$ cat src/inc/decode_pkg.sv
// Shared types and constants for the opcode decoder and bus-cycle sequencer
package decode_pkg;

	////////////////////////////////////////////////////////////////////////////////
	// Widths and fixed values
	localparam int           SEQ_MAX      = 12;      // Longest cycle list kept per opcode
	localparam int           CLK_PERIOD_NS = 25;     // Bus clock period, 40 MHz
	localparam int           FREE_NS      = 25;      // A free cycle lasts one bus period
	localparam int           FREE_CYCLES  = (FREE_NS + CLK_PERIOD_NS - 1) / CLK_PERIOD_NS;
	localparam logic [7:0]   PREFIX_OPC   = 8'h9e;   // Second-page opcode prefix
	localparam logic [7:0]   VECTOR_PAGE  = 8'hff;   // Vectors live in the top page
	localparam logic [7:0]   DIRECT_PAGE  = 8'h00;   // Direct operands sit in page zero
	localparam logic [3:0]   STORE_COL    = 4'h7;    // Low nibble of store opcodes
	localparam logic [3:0]   JUMP_COL     = 4'hc;    // Low nibble of jump opcodes
	localparam logic [3:0]   CALL_COL     = 4'hd;    // Low nibble of call opcodes
	localparam logic [3:0]   SWI_PUSHES   = 4'd5;    // Bytes stacked on a software trap
	localparam logic [3:0]   SWI_VECTORS  = 4'd2;    // Vector bytes read on a software trap
	localparam logic [15:0]  RESET_WORD   = 16'h0000;

	////////////////////////////////////////////////////////////////////////////////
	// Enumerations
	typedef enum logic [3:0] {
		direct_page_mode          = 4'h0,
		full_address_mode         = 4'h1,
		literal_operand_mode      = 4'h2,
		implied_mode              = 4'h3,
		index_plain_mode          = 4'h4,
		index_byte_offset_mode    = 4'h5,
		index_word_offset_mode    = 4'h6,
		index_autoinc_mode        = 4'h7,
		index_offset_autoinc_mode = 4'h8,
		branch_rel_mode           = 4'h9,
		stack_byte_offset_mode    = 4'ha,
		stack_word_offset_mode    = 4'hb
	} mode_e;

	typedef enum logic [2:0] {
		cyc_free   = 3'h0,
		cyc_fetch  = 3'h1,
		cyc_read   = 3'h2,
		cyc_write  = 3'h3,
		cyc_push   = 3'h4,
		cyc_pop    = 3'h5,
		cyc_vector = 3'h6
	} cyc_e;

	typedef enum logic [2:0] {
		acc_none  = 3'h0,
		acc_read  = 3'h1,
		acc_write = 3'h2,
		acc_rmw   = 3'h3,
		acc_push  = 3'h4,
		acc_pop   = 3'h5,
		acc_swi   = 3'h6
	} acc_e;

	typedef enum logic [2:0] {
		st_idle = 3'b001,
		st_run  = 3'b010,
		st_done = 3'b100
	} state_e;

	////////////////////////////////////////////////////////////////////////////////
	// Carriers
	typedef struct packed {
		mode_e                       mode;  // Addressing mode
		logic [2:0]                  len;   // Instruction bytes, prefix included
		logic [3:0]                  ncyc;  // Entries used in seq
		logic [SEQ_MAX-1:0][2:0]     seq;   // Cycle kinds, entry 0 first
	} decode_s;

	typedef struct packed {
		logic [15:0] addr;
		logic        rd;
		logic        wr;
		logic [7:0]  wdata;
	} bus_req_s;

	////////////////////////////////////////////////////////////////////////////////
	// Helpers
	function automatic logic [15:0] add_word(input logic [15:0] base, input logic [15:0] off);
		add_word = base + off;
	endfunction

	function automatic acc_e column_access(input logic [7:0] opc);
		if (opc[3:0] == STORE_COL)
			column_access = acc_write;
		else if ((opc[3:0] == JUMP_COL) || (opc[3:0] == CALL_COL))
			column_access = acc_none;
		else
			column_access = acc_read;
	endfunction

endpackage

$ cat src/hdl/opcode_table.sv
// Opcode to addressing mode, byte length and ordered cycle list
`timescale 1ns/1ps
`default_nettype none
module opcode_table
	import decode_pkg::*;
(
	input  wire logic [7:0] opcode_i,   // Opcode byte
	input  wire logic       page2_i,    // Opcode came after the prefix
	output decode_s         dec_o       // Decoded view
);

	mode_e                   mode;
	logic [2:0]              len;
	acc_e                    acc;
	logic [3:0]              k;
	logic [2:0]              nops;
	logic [SEQ_MAX-1:0][2:0] seq;

	// Mode and length per opcode high nibble, with the odd cells patched in
	always_comb begin
		mode = implied_mode;
		len  = 3'd1;
		acc  = acc_none;
		if (page2_i) begin
			len = 3'd2;
			case (opcode_i[7:4])
				4'h6: begin mode = stack_byte_offset_mode; len = 3'd3; acc = acc_rmw; end // see RQ18
				4'hd: begin mode = stack_word_offset_mode; len = 3'd4; acc = column_access(opcode_i); end // see RQ19
				4'he: begin mode = stack_byte_offset_mode; len = 3'd3; acc = column_access(opcode_i); end
				default: ;
			endcase
		end else begin
			case (opcode_i[7:4])
				4'h0: begin mode = direct_page_mode; len = 3'd3; acc = acc_read; end
				4'h1: begin mode = direct_page_mode; len = 3'd2; acc = acc_rmw; end
				4'h2: begin mode = branch_rel_mode; len = 3'd2; end // see RQ17
				4'h3: begin
					mode = direct_page_mode; len = 3'd2; acc = acc_rmw; // see RQ8
					if (opcode_i[3:0] == 4'h1) begin len = 3'd3; acc = acc_read; end
					if (opcode_i[3:0] == 4'h2) begin mode = full_address_mode; len = 3'd3; acc = acc_read; end
					if (opcode_i[3:0] == 4'h5) acc = acc_write;
				end
				4'h4, 4'h5: begin
					if ((opcode_i == 8'h41) || (opcode_i == 8'h51) || (opcode_i == 8'h45)) begin
						mode = literal_operand_mode; len = 3'd3; // see RQ10
					end else if (opcode_i == 8'h55) begin
						mode = direct_page_mode; len = 3'd2; acc = acc_read;
					end
				end
				4'h6: begin
					mode = index_byte_offset_mode; len = 3'd2; acc = acc_rmw; // see RQ13
					if (opcode_i[3:0] == 4'h1) begin mode = index_offset_autoinc_mode; len = 3'd3; acc = acc_read; end
					if (opcode_i[3:0] == 4'h2) begin mode = implied_mode; len = 3'd1; acc = acc_none; end
				end
				4'h7: begin
					mode = index_plain_mode; acc = acc_rmw; // see RQ12
					if (opcode_i[3:0] == 4'h1) begin mode = index_autoinc_mode; len = 3'd2; acc = acc_read; end
					if (opcode_i[3:0] == 4'h2) begin mode = implied_mode; acc = acc_none; end
				end
				4'h8: begin
					if ((opcode_i == 8'h87) || (opcode_i == 8'h89) || (opcode_i == 8'h8b)) acc = acc_push;
					if ((opcode_i == 8'h86) || (opcode_i == 8'h88) || (opcode_i == 8'h8a)) acc = acc_pop;
					if (opcode_i == 8'h83) acc = acc_swi;
				end
				4'h9: begin
					if (opcode_i[3:2] == 2'b00) begin mode = branch_rel_mode; len = 3'd2; end
					if (opcode_i == 8'h96) begin mode = full_address_mode; len = 3'd3; acc = acc_write; end
				end
				4'ha: begin
					mode = literal_operand_mode; len = 3'd2;
					if (opcode_i[3:0] == CALL_COL) mode = branch_rel_mode;
				end
				4'hb: begin mode = direct_page_mode; len = 3'd2; acc = column_access(opcode_i); end
				4'hc: begin mode = full_address_mode; len = 3'd3; acc = column_access(opcode_i); end // see RQ9
				4'hd: begin mode = index_word_offset_mode; len = 3'd3; acc = column_access(opcode_i); end // see RQ14
				4'he: begin mode = index_byte_offset_mode; len = 3'd2; acc = column_access(opcode_i); end
				4'hf: begin mode = index_plain_mode; acc = column_access(opcode_i); end
				default: ;
			endcase
		end
	end

	// Ordered cycle list: operand fetches, data access, then next-opcode fetch
	always_comb begin
		seq  = '0;
		k    = 4'd0;
		nops = len - 3'd1 - {2'b00, page2_i}; // Inherent leaves none, see RQ11
		for (int i = 0; i < 3; i++) begin
			if (i < int'(nops)) begin
				seq[k] = cyc_fetch;
				k      = k + 4'd1;
			end
		end
		case (acc)
			acc_read:  begin seq[k] = cyc_read; k = k + 4'd1; end
			acc_write: begin seq[k] = cyc_write; k = k + 4'd1; end
			acc_rmw: begin
				seq[k]        = cyc_read;
				seq[k + 4'd1] = cyc_free;
				seq[k + 4'd2] = cyc_write;
				k             = k + 4'd3;
			end
			acc_push: begin seq[k] = cyc_push; k = k + 4'd1; end
			acc_pop: begin
				seq[k]        = cyc_free;
				seq[k + 4'd1] = cyc_pop;
				k             = k + 4'd2;
			end
			acc_swi: begin
				for (int i = 0; i < int'(SWI_PUSHES); i++)
					seq[4'(i)] = cyc_push;
				seq[SWI_PUSHES]        = cyc_vector;
				seq[SWI_PUSHES + 4'd1] = cyc_vector;
				seq[SWI_PUSHES + 4'd2] = cyc_free;
				k = SWI_PUSHES + SWI_VECTORS + 4'd1;
			end
			default: ;
		endcase
		seq[k] = cyc_fetch;
		k      = k + 4'd1;
	end

	assign dec_o = '{mode: mode, len: len, ncyc: k, seq: seq}; // see RQ22

endmodule
`default_nettype wire

$ cat src/hdl/ea_calc.sv
// Effective address and branch target arithmetic
`timescale 1ns/1ps
`default_nettype none
module ea_calc
	import decode_pkg::*;
(
	input  wire mode_e       mode_i,     // Addressing mode
	input  wire logic [15:0] hx_i,       // Index pair
	input  wire logic [15:0] sp_i,       // Stack pointer
	input  wire logic [15:0] opnd_i,     // Operand bytes, last byte in low half
	input  wire logic [15:0] pc_next_i,  // Start of the following instruction
	output logic [15:0]      ea_o,       // Effective address
	output logic [15:0]      target_o    // Branch destination
);

	logic [15:0] off8;
	logic [15:0] rel16;

	// Byte offsets are unsigned, the branch byte is signed
	assign off8  = {8'h00, opnd_i[7:0]};
	assign rel16 = {{8{opnd_i[7]}}, opnd_i[7:0]}; // see RQ21

	// Address per mode
	always_comb begin
		case (mode_i)
			direct_page_mode:          ea_o = {DIRECT_PAGE, opnd_i[7:0]}; // see RQ8, see RQ20
			full_address_mode:         ea_o = opnd_i; // see RQ9
			index_plain_mode:          ea_o = hx_i; // see RQ12
			index_autoinc_mode:        ea_o = hx_i; // see RQ15
			index_byte_offset_mode:    ea_o = add_word(hx_i, off8); // see RQ13
			index_offset_autoinc_mode: ea_o = add_word(hx_i, off8); // see RQ16
			index_word_offset_mode:    ea_o = add_word(hx_i, opnd_i); // see RQ14
			stack_byte_offset_mode:    ea_o = add_word(sp_i, off8); // see RQ18
			stack_word_offset_mode:    ea_o = add_word(sp_i, opnd_i); // see RQ19
			default:                   ea_o = RESET_WORD;
		endcase
	end

	assign target_o = add_word(pc_next_i, rel16); // see RQ17, see RQ21

endmodule
`default_nettype wire

$ cat src/hdl/cpu_bus_cycle_and_mode_decode.sv
// Opcode decoder and bus-cycle sequencer of the 8-bit core
`timescale 1ns/1ps
`default_nettype none

// How it works
// RQ1 - Free cycle: one clock, shown as read
// RQ2 - Program fetch reads next consecutive program byte
// RQ3 - Operand read brings one byte in
// RQ4 - Operand write sends one byte out
// RQ5 - Push writes one byte onto stack
// RQ6 - Pop reads one byte from stack
// RQ7 - Vector read from top page, high first
// RQ8 - Direct mode: operand byte is low address
// RQ9 - Extended mode: two-byte full address
// RQ10 - Immediate mode: value follows the opcode
// RQ11 - Inherent mode: no operand bytes at all
// RQ12 - Plain indexed: index pair is address
// RQ13 - Index plus unsigned byte offset
// RQ14 - Index plus sixteen-bit offset
// RQ15 - Autoincrement: access at index, then increment
// RQ16 - Index plus byte offset, then increment
// RQ17 - Relative: one offset byte is displacement
// RQ18 - Stack pointer plus byte offset
// RQ19 - Stack pointer plus sixteen-bit offset
// RQ20 - Direct address upper byte is zero
// RQ21 - Displacement signed, from next instruction
// RQ22 - Decode gives mode, length, cycle list
module cpu_bus_cycle_and_mode_decode
	import decode_pkg::*;
(
	input  wire logic        mclk_i,        // Bus clock, 40 MHz
	input  wire logic        resetn_i,      // Asynchronous reset, active low
	input  wire logic        start_i,       // Opcode ready, taken when idle
	input  wire logic [7:0]  opcode_i,      // Opcode byte
	input  wire logic        page2_i,       // Opcode followed the prefix
	input  wire logic [15:0] pc_i,          // Address after the opcode byte
	input  wire logic [15:0] hx_i,          // Index pair at start
	input  wire logic [15:0] sp_i,          // Stack pointer at start
	input  wire logic [7:0]  vec_lo_i,      // Low byte of the vector pair
	input  wire logic [7:0]  store_data_i,  // Byte for write and push cycles
	input  wire logic [7:0]  bus_rdata_i,   // Read data of the cycle on the bus
	output bus_req_s         bus_o,         // Bus request of this cycle
	output cyc_e             cyc_kind_o,    // Kind of this bus cycle
	output logic             busy_o,        // Instruction in progress
	output logic             done_o,        // One-cycle pulse, list finished
	output mode_e            mode_o,        // Decoded addressing mode
	output logic [2:0]       len_o,         // Decoded byte length
	output logic [3:0]       ncyc_o,        // Decoded cycle count
	output logic [15:0]      ea_o,          // Effective address in use
	output logic [15:0]      target_o,      // Branch destination
	output logic [15:0]      opnd_o,        // Operand bytes fetched
	output logic [7:0]       rd_data_o,     // Last operand or pop byte read
	output logic [15:0]      hx_o,          // Index pair, after any increment
	output logic             hx_upd_o,      // One-cycle pulse, index pair stepped
	output logic [15:0]      sp_o,          // Stack pointer after push and pop
	output logic [15:0]      pc_o           // Program counter after fetches
);

	////////////////////////////////////////////////////////////////////////////////
	// Declarations
	decode_s     dec_w;
	decode_s     dec_q, dec_d;
	state_e      state_q, state_d;
	logic [3:0]  idx_q, idx_d;
	logic [2:0]  nfetch_q, nfetch_d;
	logic [15:0] pc_q, pc_d;
	logic [15:0] sp_q, sp_d;
	logic [15:0] hx_q, hx_d;
	logic [15:0] opnd_q, opnd_d;
	logic [7:0]  vec_lo_q, vec_lo_d;
	logic        vec_hi_done_q, vec_hi_done_d;
	logic [7:0]  rd_data_q, rd_data_d;
	logic        hx_upd_q, hx_upd_d;
	logic        done_q, done_d;
	bus_req_s    bus_q, bus_d;
	cyc_e        kind_q, kind_d;
	logic [15:0] ea_w;
	logic [15:0] target_w;
	logic [15:0] ea_q, ea_d;
	logic [15:0] target_q, target_d;
	logic [2:0]  nopnd;
	logic        autoinc;
	cyc_e        next_kind;

	////////////////////////////////////////////////////////////////////////////////
	// Decode and address arithmetic
	opcode_table u_table (
		.opcode_i (opcode_i),
		.page2_i  (page2_i),
		.dec_o    (dec_w)
	);

	// Fed with the operand bytes as they will stand after this edge, so an access
	// right behind the last operand fetch already sees the full address
	ea_calc u_ea (
		.mode_i    (dec_d.mode),
		.hx_i      (hx_d),
		.sp_i      (sp_d),
		.opnd_i    (opnd_d),
		.pc_next_i (pc_d),
		.ea_o      (ea_w),
		.target_o  (target_w)
	);

	// Operand bytes the instruction takes from the program stream in all
	assign nopnd   = dec_q.len - 3'd1 - {2'b00, (dec_q.ncyc != 4'd0) & page2_prev()};
	assign autoinc = (dec_q.mode == index_autoinc_mode) || (dec_q.mode == index_offset_autoinc_mode);

	// Prefix flag is kept in the length; recover it from the stored mode, set for the two stack-offset modes only
	function automatic logic page2_prev();
		page2_prev = (dec_q.mode == stack_byte_offset_mode) || (dec_q.mode == stack_word_offset_mode);
	endfunction

	////////////////////////////////////////////////////////////////////////////////
	// Sequencer: retire the cycle on the bus, then line up the next one
	always_comb begin
		state_d       = state_q;
		dec_d         = dec_q;
		idx_d         = idx_q;
		nfetch_d      = nfetch_q;
		pc_d          = pc_q;
		sp_d          = sp_q;
		hx_d          = hx_q;
		opnd_d        = opnd_q;
		vec_lo_d      = vec_lo_q;
		vec_hi_done_d = vec_hi_done_q;
		rd_data_d     = rd_data_q;
		hx_upd_d      = 1'b0;
		done_d        = 1'b0;
		case (state_q)
			st_idle: begin
				if (start_i) begin
					dec_d         = dec_w; // see RQ22
					pc_d          = pc_i;
					sp_d          = sp_i;
					hx_d          = hx_i;
					opnd_d        = RESET_WORD;
					vec_lo_d      = vec_lo_i;
					vec_hi_done_d = 1'b0;
					idx_d         = 4'd0;
					nfetch_d      = 3'd0;
					state_d       = st_run;
				end
			end
			st_run: begin
				case (kind_q)
					cyc_fetch: begin
						pc_d = pc_q + 16'd1; // see RQ2
						if (nfetch_q < nopnd) begin
							// Operand bytes arrive high byte first
							opnd_d   = {opnd_q[7:0], bus_rdata_i}; // see RQ9, see RQ10, see RQ17
							nfetch_d = nfetch_q + 3'd1;
						end
					end
					cyc_read, cyc_pop: rd_data_d = bus_rdata_i; // see RQ3, see RQ6
					cyc_push: sp_d = sp_q - 16'd1; // see RQ5
					cyc_vector: vec_hi_done_d = 1'b1;
					default: ;
				endcase
				if (kind_q == cyc_pop)
					sp_d = sp_q + 16'd1; // see RQ6
				// Step the index pair only after its one data access
				if (autoinc && ((kind_q == cyc_read) || (kind_q == cyc_write))) begin
					hx_d     = hx_q + 16'd1; // see RQ15, see RQ16
					hx_upd_d = 1'b1;
				end
				if (idx_q == dec_q.ncyc - 4'd1) begin
					state_d = st_done;
					done_d  = 1'b1;
				end else begin
					idx_d = idx_q + 4'd1;
				end
			end
			st_done: begin
				state_d = st_idle;
			end
			default: state_d = st_idle;
		endcase
	end

	////////////////////////////////////////////////////////////////////////////////
	// Next bus request from the next cycle kind
	always_comb begin
		bus_d     = '0;
		kind_d    = cyc_free;
		next_kind = cyc_e'(dec_d.seq[idx_d]);
		ea_d      = ea_q;
		target_d  = target_q;
		// Held from when its access is lined up, not moved by index steps
		if ((state_d == st_run) && (next_kind inside {cyc_read, cyc_write}))
			ea_d = ea_w;
		if ((state_q == st_run) && (kind_q == cyc_fetch) && (nfetch_q < nopnd))
			target_d = target_w;
		if (state_d == st_run) begin
			kind_d = next_kind;
			case (next_kind)
				cyc_free: begin
					// No real transfer, but the bus still sees a harmless read
					bus_d.addr = pc_d;
					bus_d.rd   = 1'b1; // see RQ1
				end
				cyc_fetch: begin
					bus_d.addr = pc_d; // see RQ2
					bus_d.rd   = 1'b1;
				end
				cyc_read: begin
					bus_d.addr = ea_w; // see RQ3
					bus_d.rd   = 1'b1;
				end
				cyc_write: begin
					bus_d.addr  = ea_w; // see RQ4
					bus_d.wr    = 1'b1;
					bus_d.wdata = store_data_i; // see RQ4
				end
				cyc_push: begin
					bus_d.addr  = sp_d; // see RQ5
					bus_d.wr    = 1'b1;
					bus_d.wdata = store_data_i;
				end
				cyc_pop: begin
					bus_d.addr = sp_d + 16'd1; // see RQ6
					bus_d.rd   = 1'b1;
				end
				cyc_vector: begin
					// High byte sits at the even address, so it goes first
					bus_d.addr = {VECTOR_PAGE, vec_lo_d[7:1], vec_hi_done_d}; // see RQ7
					bus_d.rd   = 1'b1;
				end
				default: ;
			endcase
		end
	end

	////////////////////////////////////////////////////////////////////////////////
	// Registers
	always_ff @(posedge mclk_i or negedge resetn_i) begin
		if (!resetn_i) begin
			state_q       <= st_idle;
			dec_q         <= '0;
			idx_q         <= 4'd0;
			nfetch_q      <= 3'd0;
			pc_q          <= RESET_WORD;
			sp_q          <= RESET_WORD;
			hx_q          <= RESET_WORD;
			opnd_q        <= RESET_WORD;
			vec_lo_q      <= 8'h00;
			vec_hi_done_q <= 1'b0;
			rd_data_q     <= 8'h00;
			hx_upd_q      <= 1'b0;
			done_q        <= 1'b0;
			bus_q         <= '0;
			kind_q        <= cyc_free;
			ea_q          <= RESET_WORD;
			target_q      <= RESET_WORD;
		end else begin
			state_q       <= state_d;
			dec_q         <= dec_d;
			idx_q         <= idx_d;
			nfetch_q      <= nfetch_d;
			pc_q          <= pc_d;
			sp_q          <= sp_d;
			hx_q          <= hx_d;
			opnd_q        <= opnd_d;
			vec_lo_q      <= vec_lo_d;
			vec_hi_done_q <= vec_hi_done_d;
			rd_data_q     <= rd_data_d;
			hx_upd_q      <= hx_upd_d;
			done_q        <= done_d;
			bus_q         <= bus_d; // Every bus cycle lasts one clock, see RQ1
			kind_q        <= kind_d;
			ea_q          <= ea_d;
			target_q      <= target_d;
		end
	end

	////////////////////////////////////////////////////////////////////////////////
	// Outputs
	assign bus_o      = bus_q;
	assign cyc_kind_o = kind_q;
	assign busy_o     = (state_q != st_idle);
	assign done_o     = done_q;
	assign mode_o     = dec_q.mode;
	assign len_o      = dec_q.len;
	assign ncyc_o     = dec_q.ncyc;
	assign ea_o       = ea_q;
	assign target_o   = target_q;
	assign opnd_o     = opnd_q;
	assign rd_data_o  = rd_data_q;
	assign hx_o       = hx_q;
	assign hx_upd_o   = hx_upd_q;
	assign sp_o       = sp_q;
	assign pc_o       = pc_q;

endmodule
`default_nettype wire

$ cat config.mk
export PLATFORM = sky130hd
export DESIGN_NAME = cpu_bus_cycle_and_mode_decode
export DESIGN_NICKNAME = d
export VERILOG_FILES = /design/src/inc/decode_pkg.sv /design/src/hdl/opcode_table.sv /design/src/hdl/ea_calc.sv /design/src/hdl/cpu_bus_cycle_and_mode_decode.sv
export SDC_FILE = /design/constraint.sdc
export NUM_CORES = 1
export LEC_CHECK = 0
export BUFFER_PORTS_ARGS = -buffer_cell sky130_fd_sc_hd__buf_2
export CORE_MARGIN = 3
export CORE_UTILIZATION = 24
export DETAILED_ROUTE_END_ITERATION = 8
export PLACE_DENSITY_LB_ADDON = 0.1
export SLEW_MARGIN = 20
export SYNTH_ARGS = -nofsm -noshare
export SYNTH_HDL_FRONTEND = slang
export SYNTH_HIERARCHICAL = 1
export SYNTH_SLANG_ARGS = --single-unit
$ cat constraint.sdc
create_clock -name mclk_i -period 5.7 [get_ports mclk_i]
set_clock_uncertainty 0.1 [all_clocks]
set_input_delay 0.285 -clock mclk_i [delete_from_list [all_inputs] [get_ports mclk_i]]
set_output_delay 0.285 -clock mclk_i [all_outputs]
set_load 0.02 [all_outputs]
# --- After elaboration in Yosys (flattened, before gate mapping) ---
# Index checks and enable logic that the tools add are counted.
word_totals:
  output_inout_bits: 147
  register_bits: 201
  word_cells: 324
  inputBits: 84
classes:
  eq_ne: 71
  addsub: 23
  n_mux: 103
  n_reduce_logical: 46
  bitwise: 29
  n_lt_le_gt_ge: 17
ops:
  columns: ["cell", "n"]
  rows:
  - ["16-bit two-way mux", 10]
  - ["24-bit one-hot mux with 6 select lines", 1]
  - ["16-bit one-hot mux with 2 select lines", 4]
  - ["24-bit inverter", 5]
  - ["16-bit one-hot mux with 7 select lines", 1]
  - ["24-bit AND", 4]
  - ["47-bit two-way mux", 2]
  - ["16-bit one-hot mux with 5 select lines", 1]
  - ["36-bit AND", 2]
  - ["3-bit demux with 4-bit select", 6]
  - ["36-bit two-way mux", 2]
  - ["36-bit inverter", 2]
  - ["24-bit bitwise OR", 3]
  - ["3-bit two-way mux", 22]
  - ["16-bit by 1-bit adder with 16-bit output, second input constant", 4]
  - ["4-bit == test, second input constant", 16]
  - ["8-bit == test, second input constant", 8]
  - ["12-bit one-hot mux with 5 select lines", 1]
  - ["16-bit adder", 3]
  - ["12-bit bitwise OR", 4]
  - ["4-bit one-hot mux with 12 select lines", 1]
  - ["4-bit by 3-bit == test with 1-bit output, second input constant", 11]
  - ["4-bit two-way mux", 11]
  - ["12-bit AND", 3]
  - ["other kinds (54)", 162]

# --- Depth between registers and ports, before layout ---
# Gate-level depths: netlist of run 1.
depth:
  depth_word: 32
  depth_mapped: 31
  depth_no_buf: 27

# --- Modules after synthesis ---
# The synthesis of run 1 kept the hierarchy.
modules_own_cells:
  columns: ["mod", "seq_area_each_um2", "area_each_um2", "cells_per_inst", "instances"]
  rows:
  - ["cpu_bus_cycle_and_mode_decode", 5006.1, 10674.0, 1109, 1]
  - ["ea_calc", 0.0, 2666.3, 361, 1]
  - ["opcode_table", 0.0, 1798.0, 277, 1]

# --- Worst setup path after synthesis of run 1 ---
# Ideal clock, no wire load.
synth_timing:
  kind: "reg-to-reg"
  startpoint: "reg state_q[0]"
  endpoint: "reg bus_q (netlist bit bus_o[23])"
  period_less_slack_ns: 5.922
  path_buffers: 9
  setup_slack_ns: -0.222
  stages_incl_launch_ff: 26
  required_ns: 5.465
  t_arrival_ns: 5.687
  setup_ns: 0.135
  cell_sequence: "dfstp_2 -> buf_2 -> nor4bb_1 -> clkbuf_1 -> buf_2 -> buf_2 -> buf_1 -> buf_1 -> clkbuf_1 -> clkbuf_1 -> nand2_1 -> o21ai_0 -> nand2_1 -> nor2_1 -> clkbuf_1 -> and3_1 -> ha_1 -> and2_2 -> o21ai_4 -> o31ai_2 -> o21a_1 -> a31oi_1 -> mux2_1 -> o221ai_2 -> mux4_2 -> nor2b_4"
synth_rtl:
  columns: ["item", "line", "text"]
  rows:
  - ["from (decl)", "cpu_bus_cycle_and_mode_decode.sv:63", "state_e state_q, state_d;"]
  - ["from (signal assigned)", "cpu_bus_cycle_and_mode_decode.sv:238", "state_q <= st_idle;"]
  - ["from (signal assigned)", "cpu_bus_cycle_and_mode_decode.sv:256", "state_q <= state_d;"]
  - ["to (signal assigned)", "cpu_bus_cycle_and_mode_decode.sv:269", "bus_q <= bus_d;"]
  - ["to (decl)", "cpu_bus_cycle_and_mode_decode.sv:75", "bus_req_s bus_q, bus_d;"]

==> results.md, run 1 <==
Synthesis:
- The cell area that synthesis handed to floorplanning was ~0.015 sq mm.
- Sorting the synthesized cells by area gives the leading types as sky130_fd_sc_hd__dfrtp_1 33%, sky130_fd_sc_hd__nand2_1 6.6%, sky130_fd_sc_hd__ha_1 5.2%.
- The post-synthesis cell type with the largest combined area is sky130_fd_sc_hd__dfrtp_1.
- The fraction of registers with async set/reset is 100%.
- The post-synthesis instance total is between 1500 and 2000.
- The average cell area after synthesis is between 8 and 9 sq um.
- By count the netlist is led by 268 x sky130_fd_sc_hd__nand2_1, 199 x sky130_fd_sc_hd__dfrtp_1, 97 x sky130_fd_sc_hd__nor2_1.
- In this run, synthesis inferred 0 flip-flops with an integrated enable.
- The portion of synthesized cell area occupied by the leading cell type is 32.9%.
- For this run, the number of Yosys warnings is 6.
- Counting flops and latches in the post-synthesis netlist gives 200.
- The post-synthesis sequential area ratio is 33.1%.
- For this run, the leading register cell type out of synthesis is sky130_fd_sc_hd__dfrtp_1.
- After synthesis, the netlist uses roughly 120 different library cells.
- The library cell with the highest instance count after synthesis is sky130_fd_sc_hd__nand2_1.

Final layout:
- The post-layout instance count excluding filler cells is about 3000.
- After the last flow step, the layout net total stands at between 2000 and 2500.
- The area added between synthesis and finish is 28.0%.
- The footprint of the flip-flops and latches is roughly 0.005 sq mm.
- The area of the multi-input gates is approximately 0.0095 sq mm.
- The number of fillers in the final layout is approximately 6700.
- The design area is slightly below 0.02 sq mm.
- The share of post-route cells with drive strength above 1 is 28.9%.

Detailed routing:
- The via count of the routed design is between 10000 and 15000.
- The total wire length after detailed routing is 64100 um.
- For this run, design rule violations remaining after detail routing come to 0.
- The routed wire length per instance is between 20 and 25 um.
- The detail route stage leaves a number of antenna-violating nets equal to 0.
- In this run, the number of DRC markers left after iteration 0 of detailed routing was approximately 1100.
- Dividing the detail-routed via count by the number of cells gives 5.05.
- The first TritonRoute pass finished after 5 iterations.

Timing:
- Setup slack on the critical path of the routed design comes to 154 ps.
- The worst path in the final design needs a cycle of 5550 ps, including I/O delays and setup.
- At the pin with the least slew margin, the transition time is ~1000 ps.
- The number of pins exceeding their max-slew limit in the final report came to 0.
- The count of endpoints failing setup in the final report is 0.
- For this run, the top clock speed supported by timing is about 180 MHz.
- The total count of hold-check failures in the final report was 0.
- The worst pin sits at a relative slew slack of between 30% and 40%.
- Dividing the final minimum period by the clock period gives between 90% and 100%.

Power:
- In this run the power density over the cells is approximately 530 mW/mm^2.
- IR analysis of the VDD net gives a maximum drop of ~0.27 mV.
- The leakage power total is approximately 9 nW.
- The design draws slightly above 10 mW.

Floorplanning:
- The floorplan has 91 rows.
- In this run the standard cell core region covers slightly above 0.06 sq mm.
- roughly 230 I/O pins were placed.
- The starting density of the core is between 20% and 30%.
- The die covers 0.0661 sq mm.
- Measured along the y axis, the die boundary spans approximately 260 um.
- The floorplan step set the die width to ~260 um.

Placement:
- The number of cells in the design after placement is 2900.
- Detailed placement finished with a half-perimeter wire length of 50200 um.
- Routability-driven placement finished with a final weighted congestion of 0.886.
- Buffers placed on the I/O ports in this run total ~230.
- The placement-stage cell area is between 0.015 and 0.02 sq mm.
- Prior to clock tree synthesis, the placed netlist has a worst setup slack of -190 ps.

Worst setup path:
- The data required time of the worst path is just under 6000 ps.
- STA classifies the critical path startpoint as a register.
- The critical path is of the register to register type.
- At the worst endpoint, the arrival time is 5800 ps.
- The endpoint type of the worst setup path is a register.
- The maximum fanout encountered on the critical timing path is 4.

Global routing:
- The first global-routing pass estimated around 96000 um of wire.
- The number of global-route vias before repair is around 15000.
- The aggregate global routing overflow is 0.
- The global-route usage over all layers is a little under a fifth.
- The initial antenna violation count came to 0.
- The pin count of the biggest net entering global routing is 110.

Clocking:
- After clock tree synthesis, the clock-pin slew on the worst setup and hold paths is 80 ps.
- The TritonCTS clock tree is built.
- The largest buffer count on any clock path is 2.
- In this run, CTS created clock tree buffers numbering 17.
- The number of clock sinks seen by CTS is 200.
- The maximum level of the CTS H-tree is 4.
- Clock tree synthesis selected as its root buffer the cell sky130_fd_sc_hd__clkbuf_16.
- The clock reaches the later pin of the worst-skew pair after between 400 and 500 ps.

Job:
- Across the run, the number of max-cap violations was 0.

Status:
- The run finished with clean final reports.

Min path:
- The path type of the worst min-delay path is primary input to register.
-- through the flow --
step	hold slack, ps	TNS [ps]	util (%)
floorplan	-111	0	-
global placement	342	-3500	29.5
detailed placement	349	-2840	29.5
CTS	14.6	0	30.9
global route	38.1	-24.0	31.2
finish	65.4	0	31.2
-- cell usage in the layout, fill, tap and decap left out, types with 14 or more instances in the layout --
master and count:
sky130_fd_sc_hd__a211oi_1 18, sky130_fd_sc_hd__a21o_1 25, sky130_fd_sc_hd__a21oi_1 90, sky130_fd_sc_hd__and2_1 29, sky130_fd_sc_hd__and3_1 33, sky130_fd_sc_hd__buf_2 228
sky130_fd_sc_hd__buf_4 198, sky130_fd_sc_hd__clkbuf_16 17, sky130_fd_sc_hd__dfrtp_1 199, sky130_fd_sc_hd__dlygate4sd3_1 24, sky130_fd_sc_hd__ha_1 55, sky130_fd_sc_hd__inv_1 57
sky130_fd_sc_hd__mux2_2 44, sky130_fd_sc_hd__mux2i_1 18, sky130_fd_sc_hd__nand2_1 268, sky130_fd_sc_hd__nand2b_1 19, sky130_fd_sc_hd__nand3_1 72, sky130_fd_sc_hd__nand4_1 18
sky130_fd_sc_hd__nor2_1 94, sky130_fd_sc_hd__nor2b_1 15, sky130_fd_sc_hd__nor3_1 29, sky130_fd_sc_hd__nor3b_1 15, sky130_fd_sc_hd__nor4_1 14, sky130_fd_sc_hd__o211ai_1 33
sky130_fd_sc_hd__o21ai_0 72, sky130_fd_sc_hd__o22ai_1 16, sky130_fd_sc_hd__or3_1 14, sky130_fd_sc_hd__xnor2_1 44, sky130_fd_sc_hd__xor2_1 19
-- worst max-delay path: stages (launching register included) --
cell and delay [ps]:
sky130_fd_sc_hd__dfrtp_1 370, sky130_fd_sc_hd__inv_2 60, sky130_fd_sc_hd__ha_4 170, sky130_fd_sc_hd__a211o_1 250, sky130_fd_sc_hd__ha_1 180, sky130_fd_sc_hd__inv_1 90
sky130_fd_sc_hd__ha_4 220, sky130_fd_sc_hd__ha_1 260, sky130_fd_sc_hd__a21o_1 150, sky130_fd_sc_hd__a211o_1 300, sky130_fd_sc_hd__nor2_4 160, sky130_fd_sc_hd__nor2_4 70
sky130_fd_sc_hd__a22o_4 290, sky130_fd_sc_hd__ha_2 190, sky130_fd_sc_hd__fa_2 380, sky130_fd_sc_hd__a211oi_2 290, sky130_fd_sc_hd__o21a_1 190, sky130_fd_sc_hd__nor3_2 60
sky130_fd_sc_hd__o41ai_2 390, sky130_fd_sc_hd__buf_4 190, sky130_fd_sc_hd__xnor2_1 60, sky130_fd_sc_hd__a222oi_1 340, sky130_fd_sc_hd__o21ai_1 210, sky130_fd_sc_hd__and2_1 210
sky130_fd_sc_hd__o21ai_1 110, sky130_fd_sc_hd__a31oi_1 120
-- logic make-up after synthesis --
family,Yosys count,synth area share (%)
AO/OA/AOI/OAI,487,23.9
XOR/XNOR,65,3.85
AND/OR/NAND/NOR,684,22.9
adder cells (fa/ha/maj),66,5.60
other,1,0.0248
buffers and inverters,180,5.93
flip-flops,200,33.1
multiplexers,64,4.69
-- final timing paths --
check                           from         to  slack [ps]  cells past startpoint
max                        ncyc_o[0]  bus_o[22]         150                     25
min                         pc_i[14]   pc_o[14]          70                      2
max reg2reg                ncyc_o[0]  bus_o[22]         150                     25
min reg2reg                 dec_q[2]   dec_q[2]         370                      2
max in group asynchronous   resetn_i    ea_o[5]        4060                      3
min in group asynchronous   resetn_i  dec_q[12]         360                      2
-- metal layers --
layer / up-vias / GRT usage [%] / part of all wire [%]
li1: 7159 / - / -
met4: 0 / 5.07 / 1.8
met2: 403 / 30.8 / 47
met3: 50 / 2.63 / 4.2
met1: 7375 / 26.9 / 47
met5: - / 0 / 0
-- sequential cells by signal (all words and copies together) (netlist names), 4 cells and up --
name	cells
opnd_o	16
pc_o	16
rd_data_o	8
ncyc_o	4
target_o	16
dec_q	36
bus_o	26
sp_o	16
idx_q	4
vec_lo_q	7
mode_o	4
hx_o	16
ea_o	16
-- where the power goes --
group / switching [mW] / internal, mW
logic: 4.04 / 2.54
clock network: 0.576 / 0.662
registers: 0.527 / 1.89
total: 5.14 / 5.08
-- cell type report --
type                       instances  area share [%]
multi-input combinational       1376            49.0
sequential                       200            25.8
timing repair buffer             459            15.7
tap                              837            5.40
clock buffer                      22            2.40
inverter                          63            1.23
clock inverter                     7           0.504
antenna                            1          0.0129
-- what timing repair did --
item / 4_1_cts / 5_1_grt
gates cloned: 0 / 0
resized for setup: 21 / 22
buffers inserted: 3 / 8
hold buffers: 24 / 0
endpoints found under the setup margin: 8 / 36
pin swaps: 12 / 19
hold endpoints to repair: 130 / 0
Note: power is estimated with default switching activity, not from simulation.
==> run 2, diff against run 1 <==
- CTS_BUF_LIST: default -> sky130_fd_sc_hd__clkbuf_8
- CTS_CLUSTER_DIAMETER: default -> 150
- GPL_ROUTABILITY_DRIVEN: default -> 0
==> results.md, run 2 (synthesized netlist as in run 1, its figures left out) <==
Status:
- The flow ran to the end, and the final reports show no timing, DRC or antenna violations.

Power:
- The power density over the cells is between 500 and 600 mW/mm^2.
- For this design the static power due to leakage is slightly above 9 nW.
- IR analysis of the VDD net gives a maximum drop of 0.214 mV.

Clocking:
- The H-tree was split into 4 levels.
- The clock drives 200 sinks.
- Counting the buffers created by CTS gives 17.
- The largest buffer count on any clock path is 2.
- TritonCTS built the clock tree.
- The cell at the root of the clock tree is sky130_fd_sc_hd__clkbuf_8.
- The insertion delay of the later-clocked pin in the worst-skew pair is about 580 ps.
- The clock-pin slew of the registers on the worst-case setup and hold paths is between 100 and 150 ps.

Detailed routing:
- The total wire length after detailed routing is ~63000 um.
- In this run the remaining antenna-violating nets after routing total 0.
- Summing over every cut layer, the via total after detailed routing is about 15000.
- After detailed routing, the number of remaining DRC violations is 0.
- The count of routing violations after the opening detailed-route iteration is between 900 and 1000.
- In the routed layout, each cell is associated on average with a via count of about 5.
- The count of TritonRoute iterations in the first routing pass is 5.
- The routed wire length per instance is between 20 and 25 um.

Min path:
- The min-delay analysis places its worst path in the category primary input to register.

Placement:
- During placement, the flow inserted port buffers numbering between 200 and 250.
- The sum of net half-perimeters after detailed placement is slightly below 50000 um.
- The number of cells in the design after placement is slightly below 3000.
- The placement-stage cell area is approximately 0.018 sq mm.
- The minimum setup slack after placement is -178 ps.

Global routing:
- The aggregate global routing overflow is 0.
- The number of global-route vias before repair is about 15000.
- In the global route stage, overall resource usage came out at 18.9%.
- The first global-routing pass estimated approximately 95000 um of wire.
- The pin count of the biggest net entering global routing is 108.
- The initial antenna violation count was 3.

Floorplanning:
- The initial utilization of the core area, before any placement, comes to 24.4%.
- The floorplan row count is 91.
- The placeable core region is around 0.062 sq mm.
- The chip width is between 200 and 300 um.
- The die outline height is 257 um.
- The die footprint is about 0.066 sq mm.
- Pin placement for this block handled between 200 and 250 I/O pins.

Final layout:
- For this run, the number of standard cells in the final layout without fillers is roughly 3000.
- After routing the design area is 0.0193 sq mm.
- After filler insertion, the fill cell instance count of the layout stands at around 6700.
- The share of post-route cells with drive strength above 1 is 27.7%.
- The library cell used most frequently in the layout, excluding fill and tap cells, is sky130_fd_sc_hd__nand2_1.
- The final layout contains 2274 nets.
- Cells fill a little under a third of the core in the end.
- Relative to the synthesized area, the layout overhead comes to 27.7%.
- In the layout the commonest cells are 268 x sky130_fd_sc_hd__nand2_1, 228 x sky130_fd_sc_hd__buf_2, 199 x sky130_fd_sc_hd__dfrtp_1, 178 x sky130_fd_sc_hd__buf_4, 94 x sky130_fd_sc_hd__nor2_1.
- The register with the most flip-flops in the layout has 36 of them.
- Ranked by flip-flop count, first place goes to dec_q.

Timing:
- The transition time at the pin with the least slew margin is around 1100 ps.
- Setup total negative slack on the finished layout was measured at 0 ps.
- The worst pin sits at a relative slew slack of a little under a quarter.
- The total count of hold-check failures in the final report is 0.
- The final period demand of the worst path is 5460 ps.
- Dividing the final minimum period by the clock period gives 95.8%.
- The worst path meets setup with about 240 ps of slack.
- The count of endpoints failing setup in the final report is 0.
- The fmax is about 180 MHz.
- The number of pins exceeding their max-slew limit in the final report is 0.

Job:
- Max-cap violations in this run came to 0.

Worst setup path:
- STA puts the critical path data required time at 6030 ps.
- The kind of critical path is register to register.
- STA puts the critical path data arrival time at between 5000 and 6000 ps.
- The maximum fanout encountered on the critical timing path is 4.
- The worst setup path is launched from a register.
- The worst setup path is captured at a register.
## run 2: layer usage
metal	up-vias	share of wire [%]	GRT usage [%]
met5	-	0.021	0
met4	2	2.5	6.08
met3	72	5.6	3.62
met2	425	45	29.6
met1	7351	47	26.3
li1	7177	-	-
## run 2: path summary, 6_finish.rpt
check                              endpoint  cells past startpoint  slack (ps)      start
max in group asynchronous       target_o[9]                      3        4140   resetn_i
worst max-delay path              bus_o[24]                     24         240  ncyc_o[1]
worst min-delay path               hx_o[10]                      3          40   hx_i[10]
worst min register to register    dec_q[34]                      2         390  dec_q[34]
min in group asynchronous         dec_q[12]                      2         260   resetn_i
worst max register to register    bus_o[24]                     24         240  ncyc_o[1]
## run 2: critical path: stages, from the launching register on
cell                       delay [ps]
sky130_fd_sc_hd__dfrtp_1          360
sky130_fd_sc_hd__inv_1             60
sky130_fd_sc_hd__ha_2             200
sky130_fd_sc_hd__a211o_1          260
sky130_fd_sc_hd__ha_2             180
sky130_fd_sc_hd__inv_2             60
sky130_fd_sc_hd__ha_4             190
sky130_fd_sc_hd__ha_1             290
sky130_fd_sc_hd__a21o_1           150
sky130_fd_sc_hd__a211o_1          300
sky130_fd_sc_hd__nor2_4           170
sky130_fd_sc_hd__nor2_4            60
sky130_fd_sc_hd__a22o_1           290
sky130_fd_sc_hd__ha_2             210
sky130_fd_sc_hd__fa_2             410
sky130_fd_sc_hd__a211oi_2         280
sky130_fd_sc_hd__o21a_1           210
sky130_fd_sc_hd__nor3_4            70
sky130_fd_sc_hd__o41ai_4          340
sky130_fd_sc_hd__o21ai_1          150
sky130_fd_sc_hd__xnor2_1          260
sky130_fd_sc_hd__o221ai_2         160
sky130_fd_sc_hd__mux2_2           320
sky130_fd_sc_hd__a21oi_1          160
sky130_fd_sc_hd__o22ai_1           90
## run 2: through the flow
step | hold slack (ps) | total power [mW]
2_1_floorplan | -111 | 6.14
3_3_place_gp | 330 | 8.81
3_5_place_dp | 327 | 8.82
4_1_cts | 1.20 | 9.97
5_1_grt | 12.5 | 10.7
6_report | 37.9 | 9.98
## run 2: area by class of cell
| type | count | area (sq um) | area share (%) |
|---|---|---|---|
| inverters | 63 | 238 | 1.23 |
| repair buffers | 466 | 3160 | 16.4 |
| clock buffers | 20 | 275 | 1.42 |
| well taps | 837 | 1050 | 5.42 |
| flip-flops and latches | 200 | 5010 | 25.9 |
| diodes | 2 | 5.00 | 0.0259 |
| multi-input cells | 1376 | 9450 | 48.9 |
| clock inverters | 12 | 149 | 0.770 |
## run 2: power breakdown
part	switching [mW]	internal, mW	leakage [nW]
Clock	0.578	0.466	0.212
Combinational	4.03	2.51	6.29
Sequential	0.509	1.88	2.62
## run 2: repair_timing
item / in CTS / in global routing
pin swaps: 4 / 19
endpoints found under the setup margin: 4 / 13
buffers inserted: 1 / 4
hold endpoints to repair: 155 / 0
resized for setup: 6 / 28
hold buffers: 51 / 0
